$ cat src/verilog/cap_sense_defines.svh
// Register offsets, bit positions, reset values and timing figures of the counter unit.
`ifndef CAP_SENSE_DEFINES_SVH
`define CAP_SENSE_DEFINES_SVH

`define CS_ADDR_CTRL_PRIMARY    8'ha0
`define CS_ADDR_CTRL_SECONDARY  8'ha1
`define CS_ADDR_COUNT_LOW       8'ha4
`define CS_ADDR_COUNT_HIGH      8'ha5

`define CS_CTRL_PRIMARY_RESET   8'h00
`define CS_CTRL_SECONDARY_RESET 8'h00
`define CS_CTRL_PRIMARY_MASK    8'hff
`define CS_CTRL_SECONDARY_MASK  8'hff

`define CS_P_ENABLE             0
`define CS_P_MODE_LSB           1
`define CS_P_SIGMA_DELTA        3
`define CS_P_COUNTER_CLK_SRC    4
`define CS_P_SWITCH_CLK_SEL     5
`define CS_P_OUT_SEL_LSB        6

`define CS_S_EVENT_SEL_LSB      0
`define CS_S_INPUT_INVERT       3
`define CS_S_ALT_HIGH_CLK       4
`define CS_S_CLK_DIV_LSB        5
`define CS_S_CHAIN              7

`define CS_EVENT_SEL_ZERO       3'h7
`define CS_SYNC_LOW_RATE_OSC    7
`define CS_SYNC_PRS             8
`define CS_SYNC_TIMER_START     9
`define CS_SYNC_WIDTH           10

`define CS_PRESCALE_DIV         8'h04
`define CS_COUNT_MAX            8'hff

`endif

$ cat src/verilog/cap_sense_pkg.sv
// Types shared by the counter control unit and its rate divider.
package cap_sense_pkg;

    typedef enum logic [1:0] {
        MODE_STOP_ON_EVENT = 2'b00,
        MODE_PULSE_WIDTH   = 2'b01,
        MODE_PERIOD        = 2'b10,
        MODE_CONTINUOUS    = 2'b11
    } count_mode_e;

    typedef enum logic [1:0] {
        ST_IDLE = 2'b00,
        ST_WAIT = 2'b01,
        ST_RUN  = 2'b10,
        ST_HOLD = 2'b11
    } count_state_e;

    typedef enum logic [1:0] {
        OUT_EVENT_INPUT = 2'b00,
        OUT_UNIT_IRQ    = 2'b01,
        OUT_LOW_CARRY   = 2'b10,
        OUT_HIGH_CARRY  = 2'b11
    } out_sel_e;

    typedef struct packed {
        logic [2:0] cnt;
        logic       tick;
    } div_state_s;

    typedef struct packed {
        logic [7:0]   ctrl_primary;
        logic [7:0]   ctrl_secondary;
        logic [7:0]   rdata;
        logic [9:0]   sync1;
        logic [9:0]   sync2;
        logic         data_prev;
        logic         lro_prev;
        count_state_e st;
        logic [7:0]   cnt_lo;
        logic [7:0]   cnt_hi;
        logic         carry_lo;
        logic         carry_hi;
        logic         out_pin;
        logic         sw_clk;
        logic [7:0]   pre_cnt;
        logic         pre_tick;
        logic         pre_free;
    } unit_state_s;

endpackage

$ cat src/verilog/clk_rate_divider.sv
// Divides a tick stream by one, two, four or eight into one-cycle enable pulses.
`include "cap_sense_defines.svh"

module clk_rate_divider
(
    // Clock and reset.
    input  wire logic       clk_i,
    input  wire logic       arst_n_i,
    // Source rate and divide choice.
    input  wire logic       src_tick_i,
    input  wire logic [1:0] div_sel_i,
    // Divided rate.
    output logic            tick_o
);
    import cap_sense_pkg::*;

    div_state_s q;
    div_state_s d;
    logic [2:0] mask;

    always_comb begin
        d = q;
        d.tick = 1'b0;
        unique case (div_sel_i)
            2'b00: mask = 3'h0;
            2'b01: mask = 3'h1;
            2'b10: mask = 3'h3;
            2'b11: mask = 3'h7;
        endcase
        // The divider resets only on arst_n_i, not when enable clears the unit, so its phase is arbitrary.
        if (src_tick_i) begin
            d.cnt = q.cnt + 3'h1;
            d.tick = ((q.cnt & mask) == mask);
        end
    end

    always_ff @(posedge clk_i or negedge arst_n_i) begin
        if (!arst_n_i) begin
            q <= '0;
        end else begin
            q <= d;
        end
    end

    assign tick_o = q.tick;

endmodule

$ cat src/verilog/cap_sense_counter_control.sv
// Control, mode logic and chained counters of the capacitive-sensing counter unit.
// Notes on behaviour
// - Output select routes event input, unit interrupt, low carry or high carry.
// - Switch clock is the prescaled clock at zero, the sequence generator at one.
// - Counter clock dividers take the main clock at zero, prescaled clock at one.
// - Sigma-delta bit gates counting and moves the timer onto the prescaled clock.
// - Once sigma-delta mode is set the prescaler runs free and never stops.
// - Stop-on-event counts from enable and halts at the unit interrupt event.
// - Pulse width waits for a rising data edge and stops at the falling edge.
// - Period counts from one rising data edge to the next rising edge.
// - Continuous mode wraps every 100h counts, or 10000h counts when chained.
// - Enable one starts counting; enable zero stops and clears both counters.
// - A halted count stays readable until enable is written to zero.
// - Chain zero runs two independent byte counters; chain one makes sixteen bits.
// - Divide field gives the selected counter clock divided by one, two, four or eight.
// - Alternate bit clocks the high counter from the low-rate oscillator while chain is zero.
// - Invert bit flips the selected data input when set.
// - Input select picks one of seven event sources or constant zero.
// - Sigma-delta counting advances only while comparator and timer start are high.
//
// Added by the designer: the address-and-strobe port.
`include "cap_sense_defines.svh"

module cap_sense_counter_control
(
    // Clock and reset.
    input  wire logic       clk_i,
    input  wire logic       arst_n_i,
    // Register port.
    input  wire logic [7:0] addr_i,
    input  wire logic [7:0] wdata_i,
    input  wire logic       wr_i,
    input  wire logic       rd_i,
    output logic [7:0]      rdata_o,
    // Asynchronous sources: bit 0 comparator zero up to bit 6 analog bus.
    input  wire logic [6:0] event_src_i,
    input  wire logic       low_rate_osc_i,
    input  wire logic       prs_i,
    input  wire logic       timer_start_i,
    // Unit interrupt from the status logic on this clock.
    input  wire logic       unit_irq_i,
    // Outputs.
    output logic            out_pin_o,
    output logic            switch_clk_o,
    output logic            timer_on_prescaled_o,
    output logic            low_carry_o,
    output logic            high_carry_o
);
    import cap_sense_pkg::*;

    unit_state_s q;
    unit_state_s d;
    logic        count_tick;
    logic        div_src;
    logic        en;
    logic        en_next;
    logic        sd;
    logic        sel_in;
    logic        data;
    logic        rise;
    logic        fall;
    logic        gate;
    logic        inc_lo;
    logic        inc_hi;
    logic        lo_wrap;
    logic        hi_wrap;
    logic        lro_rise;
    logic        pre_run;
    count_mode_e mode;
    logic [2:0]  ev_sel;

    // Counter clock source feeds the divide-by-1/2/4/8 stage.
    assign div_src = q.ctrl_primary[`CS_P_COUNTER_CLK_SRC] ? q.pre_tick : 1'b1;

    clk_rate_divider u_div (
        .clk_i      (clk_i),
        .arst_n_i   (arst_n_i),
        .src_tick_i (div_src),
        .div_sel_i  (q.ctrl_secondary[`CS_S_CLK_DIV_LSB +: 2]),
        .tick_o     (count_tick)
    );

    always_comb begin
        d = q;
        en = q.ctrl_primary[`CS_P_ENABLE];
        sd = q.ctrl_primary[`CS_P_SIGMA_DELTA];
        mode = count_mode_e'(q.ctrl_primary[`CS_P_MODE_LSB +: 2]);
        ev_sel = q.ctrl_secondary[`CS_S_EVENT_SEL_LSB +: 3];

        d.sync1 = {timer_start_i, prs_i, low_rate_osc_i, event_src_i};
        d.sync2 = q.sync1;

        if (ev_sel == `CS_EVENT_SEL_ZERO) begin
            sel_in = 1'b0;
        end else begin
            sel_in = q.sync2[ev_sel];
        end
        data = sel_in ^ q.ctrl_secondary[`CS_S_INPUT_INVERT];
        rise = data & ~q.data_prev;
        fall = ~data & q.data_prev;
        d.data_prev = data;
        lro_rise = q.sync2[`CS_SYNC_LOW_RATE_OSC] & ~q.lro_prev;
        d.lro_prev = q.sync2[`CS_SYNC_LOW_RATE_OSC];

        // Prescaler: once sigma-delta mode is seen it is never halted again.
        d.pre_free = q.pre_free | sd;
        pre_run = q.pre_free | sd | en;
        d.pre_tick = 1'b0;
        if (pre_run) begin
            if (q.pre_cnt == `CS_PRESCALE_DIV - 8'h01) begin
                d.pre_cnt = 8'h00;
                d.pre_tick = 1'b1;
            end else begin
                d.pre_cnt = q.pre_cnt + 8'h01;
            end
        end else begin
            d.pre_cnt = 8'h00;
        end

        unique case (q.st)
            ST_IDLE: begin
                if (en) begin
                    if (mode == MODE_PULSE_WIDTH || mode == MODE_PERIOD) begin
                        d.st = ST_WAIT;
                    end else begin
                        d.st = ST_RUN;
                    end
                end
            end
            ST_WAIT: begin
                if (rise) begin
                    d.st = ST_RUN;
                end
            end
            ST_RUN: begin
                if (mode == MODE_STOP_ON_EVENT && unit_irq_i) begin
                    d.st = ST_HOLD;
                end else if (mode == MODE_PULSE_WIDTH && fall) begin
                    d.st = ST_HOLD;
                end else if (mode == MODE_PERIOD && rise) begin
                    d.st = ST_HOLD;
                end
            end
            ST_HOLD: begin
                d.st = ST_HOLD;
            end
        endcase

        // Counting gate; the synchronised comparator and timer start hold it in sigma-delta.
        gate = ~sd | (q.sync2[0] & q.sync2[`CS_SYNC_TIMER_START]);
        inc_lo = (q.st == ST_RUN) && count_tick && gate;
        lo_wrap = inc_lo && (q.cnt_lo == `CS_COUNT_MAX);
        if (q.ctrl_secondary[`CS_S_CHAIN]) begin
            inc_hi = lo_wrap;
        end else if (q.ctrl_secondary[`CS_S_ALT_HIGH_CLK]) begin
            inc_hi = (q.st == ST_RUN) && lro_rise && gate;
        end else begin
            inc_hi = inc_lo;
        end
        hi_wrap = inc_hi && (q.cnt_hi == `CS_COUNT_MAX);
        if (inc_lo) begin
            d.cnt_lo = q.cnt_lo + 8'h01;
        end
        if (inc_hi) begin
            d.cnt_hi = q.cnt_hi + 8'h01;
        end
        d.carry_lo = lo_wrap;
        d.carry_hi = hi_wrap;

        // The write masks are all ones, so every bit position stores what is written.
        if (wr_i && addr_i == `CS_ADDR_CTRL_PRIMARY) begin
            d.ctrl_primary = wdata_i & `CS_CTRL_PRIMARY_MASK;
        end
        if (wr_i && addr_i == `CS_ADDR_CTRL_SECONDARY) begin
            d.ctrl_secondary = wdata_i & `CS_CTRL_SECONDARY_MASK;
        end

        // Clearing on the write itself keeps a stale count from surviving one cycle.
        en_next = d.ctrl_primary[`CS_P_ENABLE];
        if (!en_next) begin
            d.st = ST_IDLE;
            d.cnt_lo = 8'h00;
            d.cnt_hi = 8'h00;
            d.carry_lo = 1'b0;
            d.carry_hi = 1'b0;
        end

        d.rdata = 8'h00;
        if (rd_i) begin
            unique case (addr_i)
                `CS_ADDR_CTRL_PRIMARY:   d.rdata = q.ctrl_primary;
                `CS_ADDR_CTRL_SECONDARY: d.rdata = q.ctrl_secondary;
                `CS_ADDR_COUNT_LOW:      d.rdata = q.cnt_lo;
                `CS_ADDR_COUNT_HIGH:     d.rdata = q.cnt_hi;
                default:                 d.rdata = 8'h00;
            endcase
        end

        unique case (out_sel_e'(q.ctrl_primary[`CS_P_OUT_SEL_LSB +: 2]))
            OUT_EVENT_INPUT: d.out_pin = data;
            OUT_UNIT_IRQ:    d.out_pin = unit_irq_i;
            OUT_LOW_CARRY:   d.out_pin = q.carry_lo;
            OUT_HIGH_CARRY:  d.out_pin = q.carry_hi;
        endcase

        if (q.ctrl_primary[`CS_P_SWITCH_CLK_SEL]) begin
            d.sw_clk = q.sync2[`CS_SYNC_PRS];
        end else begin
            d.sw_clk = q.pre_tick;
        end
    end

    always_ff @(posedge clk_i or negedge arst_n_i) begin
        if (!arst_n_i) begin
            q <= '0;
            q.ctrl_primary <= `CS_CTRL_PRIMARY_RESET;
            q.ctrl_secondary <= `CS_CTRL_SECONDARY_RESET;
        end else begin
            q <= d;
        end
    end

    assign rdata_o = q.rdata;
    assign out_pin_o = q.out_pin;
    assign switch_clk_o = q.sw_clk;
    assign timer_on_prescaled_o = q.ctrl_primary[`CS_P_SIGMA_DELTA];
    assign low_carry_o = q.carry_lo;
    assign high_carry_o = q.carry_hi;

    a_disable_clears: assert property (@(posedge clk_i) disable iff (!arst_n_i)
        !q.ctrl_primary[0] |-> (q.cnt_lo == 8'h00 && q.cnt_hi == 8'h00 && q.st == ST_IDLE))
        else $error("counters not cleared while disabled");

    a_hold_stable: assert property (@(posedge clk_i) disable iff (!arst_n_i)
        (q.st == ST_HOLD && q.ctrl_primary[0]) ##1 q.ctrl_primary[0] |->
        ($stable(q.cnt_lo) && $stable(q.cnt_hi)))
        else $error("held count changed");

    a_stop_event: assert property (@(posedge clk_i) disable iff (!arst_n_i)
        (q.st == ST_RUN && q.ctrl_primary[2:1] == 2'b00 && unit_irq_i && !wr_i) |=>
        q.st == ST_HOLD)
        else $error("stop on event did not halt");

    a_width_stop: assert property (@(posedge clk_i) disable iff (!arst_n_i)
        (q.st == ST_RUN && q.ctrl_primary[2:1] == 2'b01 && fall && !wr_i) |=>
        q.st == ST_HOLD)
        else $error("pulse width did not stop at falling edge");

    a_wait_start: assert property (@(posedge clk_i) disable iff (!arst_n_i)
        (q.st == ST_WAIT && !rise && !wr_i) |=> (q.st == ST_WAIT && q.cnt_lo == 8'h00))
        else $error("counting began without a rising edge");

    a_low_wrap: assert property (@(posedge clk_i) disable iff (!arst_n_i)
        (inc_lo && q.cnt_lo == 8'hff && !wr_i) |=> (q.cnt_lo == 8'h00 && q.carry_lo))
        else $error("low counter did not wrap at 100h");

    a_chain_step: assert property (@(posedge clk_i) disable iff (!arst_n_i)
        (q.ctrl_secondary[7] && inc_lo && q.cnt_lo == 8'hff && q.cnt_hi != 8'hff && !wr_i)
        |=> q.cnt_hi == $past(q.cnt_hi) + 8'h01)
        else $error("chained high byte did not step on low carry");

    a_sd_gate: assert property (@(posedge clk_i) disable iff (!arst_n_i)
        (q.ctrl_primary[3] && !(q.sync2[0] && q.sync2[9]) && !wr_i) |=> $stable(q.cnt_lo))
        else $error("sigma-delta counted without comparator and start");

    a_free_run: assert property (@(posedge clk_i) disable iff (!arst_n_i)
        q.pre_free |=> (q.pre_free ##[0:4] q.pre_tick))
        else $error("prescaler stopped after sigma-delta mode");

    a_switch_clock: assert property (@(posedge clk_i) disable iff (!arst_n_i)
        ##1 switch_clk_o == ($past(q.ctrl_primary[5]) ? $past(q.sync2[8]) : $past(q.pre_tick)))
        else $error("switch clock source wrong");

    a_out_route: assert property (@(posedge clk_i) disable iff (!arst_n_i)
        (q.ctrl_primary[7:6] == 2'b01) |=> out_pin_o == $past(unit_irq_i))
        else $error("output select did not route the unit interrupt");

    a_zero_input: assert property (@(posedge clk_i) disable iff (!arst_n_i)
        (q.ctrl_secondary[2:0] == 3'h7) |-> data == q.ctrl_secondary[3])
        else $error("constant zero input not selected");

    // These guard the routing, mode entry and register paths that the bench touches in only a few directed cases.
    // Those on mode and counter paths exclude a write in the same cycle, since a write may legally end the count.
    a_out_low_carry: assert property (@(posedge clk_i) disable iff (!arst_n_i)
        (q.ctrl_primary[7:6] == 2'b10) |=> out_pin_o == $past(q.carry_lo))
        else $error("output select did not route the low carry");

    a_out_high_carry: assert property (@(posedge clk_i) disable iff (!arst_n_i)
        (q.ctrl_primary[7:6] == 2'b11) |=> out_pin_o == $past(q.carry_hi))
        else $error("output select did not route the high carry");

    a_out_event: assert property (@(posedge clk_i) disable iff (!arst_n_i)
        (q.ctrl_primary[7:6] == 2'b00) |=> out_pin_o == $past(data))
        else $error("output select did not route the event input");

    a_period_stop: assert property (@(posedge clk_i) disable iff (!arst_n_i)
        (q.st == ST_RUN && q.ctrl_primary[2:1] == 2'b10 && rise && !wr_i) |=>
        q.st == ST_HOLD)
        else $error("period did not stop at the next rising edge");

    a_edge_wait: assert property (@(posedge clk_i) disable iff (!arst_n_i)
        (q.st == ST_IDLE && q.ctrl_primary[0] && q.ctrl_primary[2] != q.ctrl_primary[1]
        && !wr_i) |=> q.st == ST_WAIT)
        else $error("edge mode did not wait for a rising edge");

    a_run_start: assert property (@(posedge clk_i) disable iff (!arst_n_i)
        (q.st == ST_IDLE && q.ctrl_primary[0] && q.ctrl_primary[2] == q.ctrl_primary[1]
        && !wr_i) |=> q.st == ST_RUN)
        else $error("counting did not start on enable");

    a_high_alt: assert property (@(posedge clk_i) disable iff (!arst_n_i)
        (!q.ctrl_secondary[7] && q.ctrl_secondary[4] && q.st == ST_RUN && lro_rise && gate
        && !wr_i) |=> q.cnt_hi == $past(q.cnt_hi) + 8'h01)
        else $error("high counter missed a low-rate clock edge");

    a_independent: assert property (@(posedge clk_i) disable iff (!arst_n_i)
        (!q.ctrl_secondary[7] && !q.ctrl_secondary[4] && inc_lo && !wr_i) |=>
        q.cnt_hi == $past(q.cnt_hi) + 8'h01)
        else $error("independent high counter did not step");

    a_high_wrap: assert property (@(posedge clk_i) disable iff (!arst_n_i)
        (inc_hi && q.cnt_hi == 8'hff && !wr_i) |=> (q.cnt_hi == 8'h00 && q.carry_hi))
        else $error("high counter did not wrap");

    a_reg_write: assert property (@(posedge clk_i) disable iff (!arst_n_i)
        (wr_i && addr_i == `CS_ADDR_CTRL_PRIMARY) |=> q.ctrl_primary == $past(wdata_i))
        else $error("primary control write not stored");

    a_read_data: assert property (@(posedge clk_i) disable iff (!arst_n_i)
        (rd_i && addr_i == `CS_ADDR_COUNT_LOW) |=> rdata_o == $past(q.cnt_lo))
        else $error("low count read returned a wrong value");

endmodule

$ cat config.mk
export PLATFORM = sky130hd
export DESIGN_NAME = cap_sense_counter_control
export DESIGN_NICKNAME = d
export VERILOG_FILES = /design/src/verilog/cap_sense_pkg.sv /design/src/verilog/clk_rate_divider.sv /design/src/verilog/cap_sense_counter_control.sv
export VERILOG_INCLUDE_DIRS = /design/src /design/src/verilog
export SDC_FILE = /design/constraint.sdc
export NUM_CORES = 1
export LEC_CHECK = 0
export ABC_AREA = 1
export CORE_ASPECT_RATIO = 2
export CORE_MARGIN = 1
export CORE_UTILIZATION = 35
export CTS_CLUSTER_DIAMETER = 120
export DETAILED_ROUTE_END_ITERATION = 8
export DONT_BUFFER_PORTS = 1
export PLACE_DENSITY = 0.61
export SETUP_SLACK_MARGIN = 0.15
export SLEW_MARGIN = 25
export SYNTH_ARGS = -nofsm -noshare
export SYNTH_HDL_FRONTEND = slang
export SYNTH_SLANG_ARGS = --single-unit
$ cat constraint.sdc
create_clock -name clk_i -period 1.9 [get_ports clk_i]
set_input_delay 0 -clock clk_i [delete_from_list [all_inputs] [get_ports clk_i]]
set_output_delay 0 -clock clk_i [all_outputs]
set_load 0.05 [all_outputs]
* After elaboration in Yosys (flattened, before gate mapping) *
Index checks and enable logic that the tools add are counted.

word-level totals
  input port bits = 31
  logic and storage cells = 107
  output and inout port bits = 13
  register bits = 82

operators by class
  reductions and logical operators = 17
  mux-type cells = 27
  bitwise operators = 13
  $add $sub $neg = 4
  equal/unequal tests = 25
  order comparisons = 1

operators by type and width
  operator             count
  $eq 8x8->1 const B   6
  $mux 8               5
  $pmux 8 s4           1
  $add 8x1->8 const B  3
  $mux 20              1
  $eq 2x2->1 const B   7
  $mux 2               6
  $pmux 3 s4           1
  $logic_and 1x1->1    11
  $mux 1               10
  $eq 2x1->1 const B   4
  $eq 8x2->1 const B   1
  $logic_not 2->1      4
  $pmux 2 s4           1
  $ne 3x3->1 const B   2
  $lt 3x5->1 const B   1
  $ne 5x5->1 const B   1
  $and 1x1->1          4
  $ne 2x1->1 const B   2
  $not 1->1            4
  $pmux 1 s4           1
  $add 3x1->3 const B  1
  $and 3x3->3          1
  $bmux 1 s3           1
  other kinds (6)      8

* Logic depth before layout (Yosys ltp) *
  word-level depth = 11
  gate-level depth with buffers = 13
  gate-level depth less buffers = 13

* Hierarchy *
From an unflattened synthesis, not the netlist that was laid out.

second synthesis, totals
  cell total of the unflattened synthesis = 398
  area, all modules = 3748.6 µm²

modules (own cells, without submodules)
  module                     times used  cells an instance  area an instance (µm²)
  cap_sense_counter_control  1           375                3553.4
  clk_rate_divider           1           23                 195.2

* Worst setup path before layout *
Ideal clock, no wire load.

  path kind = reg-to-reg
  start = reg q (netlist bit timer_on_prescaled_o)
  end = reg q[29] (netlist bit)
  arrival time = 1.524 ns
  period minus slack after synthesis = 1.648 ns
  library setup time = 0.124 ns
  cell stages (with the launch flop) = 9
  path slack = 0.252 ns
  cell sequence = dfrtp_1 -> nand2_1 -> nand3_2 -> inv_2 -> nand3_1 -> nor3_1 -> nand2_1 -> o21ai_0 -> a21oi_1

on the way
  word-level cells in the longest chain between the ends = 4

ends and longest elaborated chain
  item                         RTL line                          RTL
  start, declared              cap_sense_counter_control.sv:51   unit_state_s q;
  $not 1->1                    cap_sense_counter_control.sv:150  gate = ~sd | (q.sync2[0] & q.sync2[`CS_SYNC_TIMER_START]);
  $or 1x1->1                   cap_sense_counter_control.sv:150
  $logic_and 1x1->1            cap_sense_counter_control.sv:151  inc_lo = (q.st == ST_RUN) && count_tick && gate;
  $ne 2x1->1 (no source line)  -

Every way passes these cells.
A chain may end at the register's enable or synchronous reset.

* Final worst setup path *
  start = reg q[22] (netlist bit)
  end = reg q[20] (netlist bit)

on the way
  word-level cells in the longest chain between the ends = 4

ends and longest elaborated chain
  item                         RTL line                          RTL
  $eq 8x8->1 (no source line)  -
  $logic_and 1x1->1            cap_sense_counter_control.sv:152  lo_wrap = inc_lo && (q.cnt_lo == `CS_COUNT_MAX);
  $mux 1                       cap_sense_counter_control.sv:153  if (q.ctrl_secondary[`CS_S_CHAIN]) begin
  $ne 2x1->1 (no source line)  -

Every way passes these cells.

==> impl_metrics.py <==
metrics = {
    "timing": {
        "timing.hold.ws_ns": -0.642,
        "max_freq_mhz": 615,
        "rsz0062_at_grt": "false",
        "slew_viol_final": 0,
        "finalHoldViolCount": 82,
        "fin_skew_ns": 0.00470,
        "fin_crit_sh_pct": 85.6,
        "tightest_slew_ns": 0.513,
        "setup_viol": 0,
        "min_period_ns": 1.63,
        "maxSlewHeadroom_pct": 65.8,
        "fin_setup_tns_ns": 0,
    },
    "flow_run": {
        "drv_cap": 0,
    },
    "placed_design": {
        "portBuffers": 0,
        "dp_hpwl_um": 6010,
        "place_area_um2": 3740,
        "finalWeightedCongestion": 0.889,
    },
    "synthesis": {
        "ys_ff_latch": 82,
        "seq_area_frac_synth_pct": 56.4,
        "synth_cell_type_count": 32,
        "syn_nets": 434,
        "synthCells": 396,
        "synth_area_um2": 3640,
        "yosysWarnings": 0,
        "synth_area_per_cell_um2": 9.19,
    },
    "setup_path": {
        "worstSetupPathType": "reg -> reg",
        "start_kind": "register",
        "cp_max_fo": 6,
        "crit_required_ns": 2.13,
        "cp-end-kind": "register",
        "worst-r2r-cell-count": 10,
        "cp.arrival_ns": 1.85,
    },
    "clock_network": {
        "clk_latency_ns": 0.33,
        "cts_root_buf": "clkbuf_16",
        "cts_max_path_buffers": 2,
        "path_clk_slew_ns": 0.06,
        "cts_tree": "done",
        "cts_made_buffers": 9,
        "ctsHtreeMaxLevel": 3,
        "cts_sinks": 82,
        "hold_buffers": 26,
    },
    "power_and_ir_drop": {
        "total_power_mw": 5.63,
        "powerDensity_nw_per_um2": 1260,
        "p_leak_nw": 2.09,
        "ir_drop_v": 0.000745,
    },
    "route": {
        "drc": 0,
        "first_pass_iters": 4,
        "post_drt_wl_per_cell_um": 14.7,
        "wirelength_um": 8300,
        "viasPerCell": 4.92,
        "drtIter0Drc": 146,
        "antenna_left": 0,
        "via_count": 2786,
    },
    "global_route": {
        "grt_pass1_wl_um": 13900,
        "grt_max_degree": 83,
        "antenna_found_initial": 0,
        "grt_use_total_pct": 17.4,
        "grt-ovfl-total": 0,
        "grt_pass1_vias": 2895,
    },
    "floorplan": {
        "fp.coreArea_um2": 10100,
        "boundaryPins": 44,
        "die_h_um": 146,
        "initial_core_util_pct": 36.1,
        "dieArea_um2": 10800,
        "rows": 52,
        "die_width_um": 74.1,
    },
    "layout": {
        "syn_to_final_growth_pct": 23.1,
        "num-fill-cells": 956,
        "fin_util_pct": 44.4,
        "drive_above_1_share_pct": 12.3,
        "final_area_um2": 4480,
        "layout.nets": 464,
        "antennaDiodeCount": 0,
    },
    "run_status": {
        "violations": "negative hold slack",
        "status": "complete, but fails checks",
    },
    "min_path": {
        "hold_path_class": "in -> async",
    },
}
[timing repair]
item	4_1_cts	5_1_grt
resized for setup	0	20
hold endpoints to repair	116	82
setup endpoints to repair	0	12
setup buffers	0	2
[cells in the mapped netlist, drive strengths merged]
cell / n / share of area [%]
nand4: 10 / 1.7
nand2: 70 / 7.7
nand3: 28 / 4.3
o22ai: 8 / 1.4
or2: 1 / 0.17
dfrtp: 82 / 56
buf: 11 / 2.4
nor3: 16 / 2.3
o21ai: 31 / 4.3
a21oi: 8 / 1.1
o2111ai: 1 / 0.24
nor4: 2 / 0.34
ha: 7 / 2.4
a31oi: 1 / 0.17
mux2: 1 / 0.31
clkbuf: 1 / 0.10
xnor2: 2 / 0.48
nor2: 39 / 4.5
and3: 1 / 0.17
a221oi: 8 / 1.9
inv: 64 / 6.6
xor2: 4 / 0.96
[metal layers]
layer,global-route usage [%],part of all wire [%]
met1,18.6,37
met2,30.1,56
met3,3.93,3.0
met4,10.1,4.1
met5,0,0
[path summary, 6_finish.rpt]
| kind | start | end | slack (ns) |
|---|---|---|---|
| hold / removal | arst_n_i | rdata_o[4] | -0.64 |
| setup / recovery | q[22] | q[20] | 0.27 |
| max in group asynchronous | arst_n_i | ev_sel[0] | 2.42 |
| setup reg to reg | q[22] | q[20] | 0.27 |
| hold reg to reg | d[42] | q[42] | 0.35 |
| min in group clk_i | wr_i | ev_sel[2] | 0.01 |
[state kept, by name, indices dropped and copies added (netlist names)]
signal and count:
rdata_o 8, timer_on_prescaled_o 1, high_carry_o 1, mode 2, u_div.tick_o 1, low_carry_o 1, out_pin_o 1, q 48
switch_clk_o 1, u_div.q 3, ev_sel 3, d 11, en 1
[final cells by class]
cell class,count,area (um^2),area share (%)
clock buffer,10,239,5.34
clock inverter,6,136,3.05
inverter,64,248,5.53
multi-input combinational,238,1340,29.8
sequential,82,2050,45.9
tap,135,169,3.77
timing repair buffer,31,298,6.65
[stage by stage]
stage	std cells	setup slack [ns]
6_report	566	0.274
4_1_cts	564	0.203
3_5_place_dp	522	0.237
5_1_grt	566	0.137
2_1_floorplan	396	0.252
3_3_place_gp	522	0.222
[layout by cell type, fill, tap and decap left out, drive strengths merged]
| cell | n |
|---|---|
| dfrtp | 82 |
| nand2 | 70 |
| inv | 65 |
| nor2 | 39 |
| o21ai | 31 |
| nand3 | 28 |
| dlygate4sd3 | 26 |
| nor3 | 16 |
| nand4 | 10 |
| clkbuf | 10 |
| a21oi | 8 |
| o22ai | 8 |
| a221oi | 8 |
| ha | 7 |
| buf | 5 |
| xor2 | 4 |
| bufinv | 4 |
| xnor2 | 2 |
| nor4 | 2 |
| or2 | 1 |
| o2111ai | 1 |
| and3 | 1 |
| a31oi | 1 |
| mux2 | 1 |
| clkinvlp | 1 |
[critical path, cell delays in order, from the launching register on]
cell and delay, ns:
dfrtp_1 0.39, ha_4 0.17, nand3_2 0.12, nor4_4 0.24, nand3_2 0.12, nand2_4 0.11
nand3_1 0.09, inv_2 0.08, nand3_2 0.08, nand2_1 0.08, nor2_1 0.04
[logic make-up after synthesis]
logic type / share of synthesized area, %
compound gates: 9.08
xor+xnor: 1.44
fa+ha+maj: 2.41
buf+inv: 9.11
flops: 56.4
mux: 0.309
simple gates: 21.3
[where the power goes]
group          internal, mW  switching, mW  total, mW
Sequential             2.07          0.289       2.35
Combinational         0.442          0.697       1.14
Clock                  1.46          0.685       2.14
(Power assumes the default switching activity.)
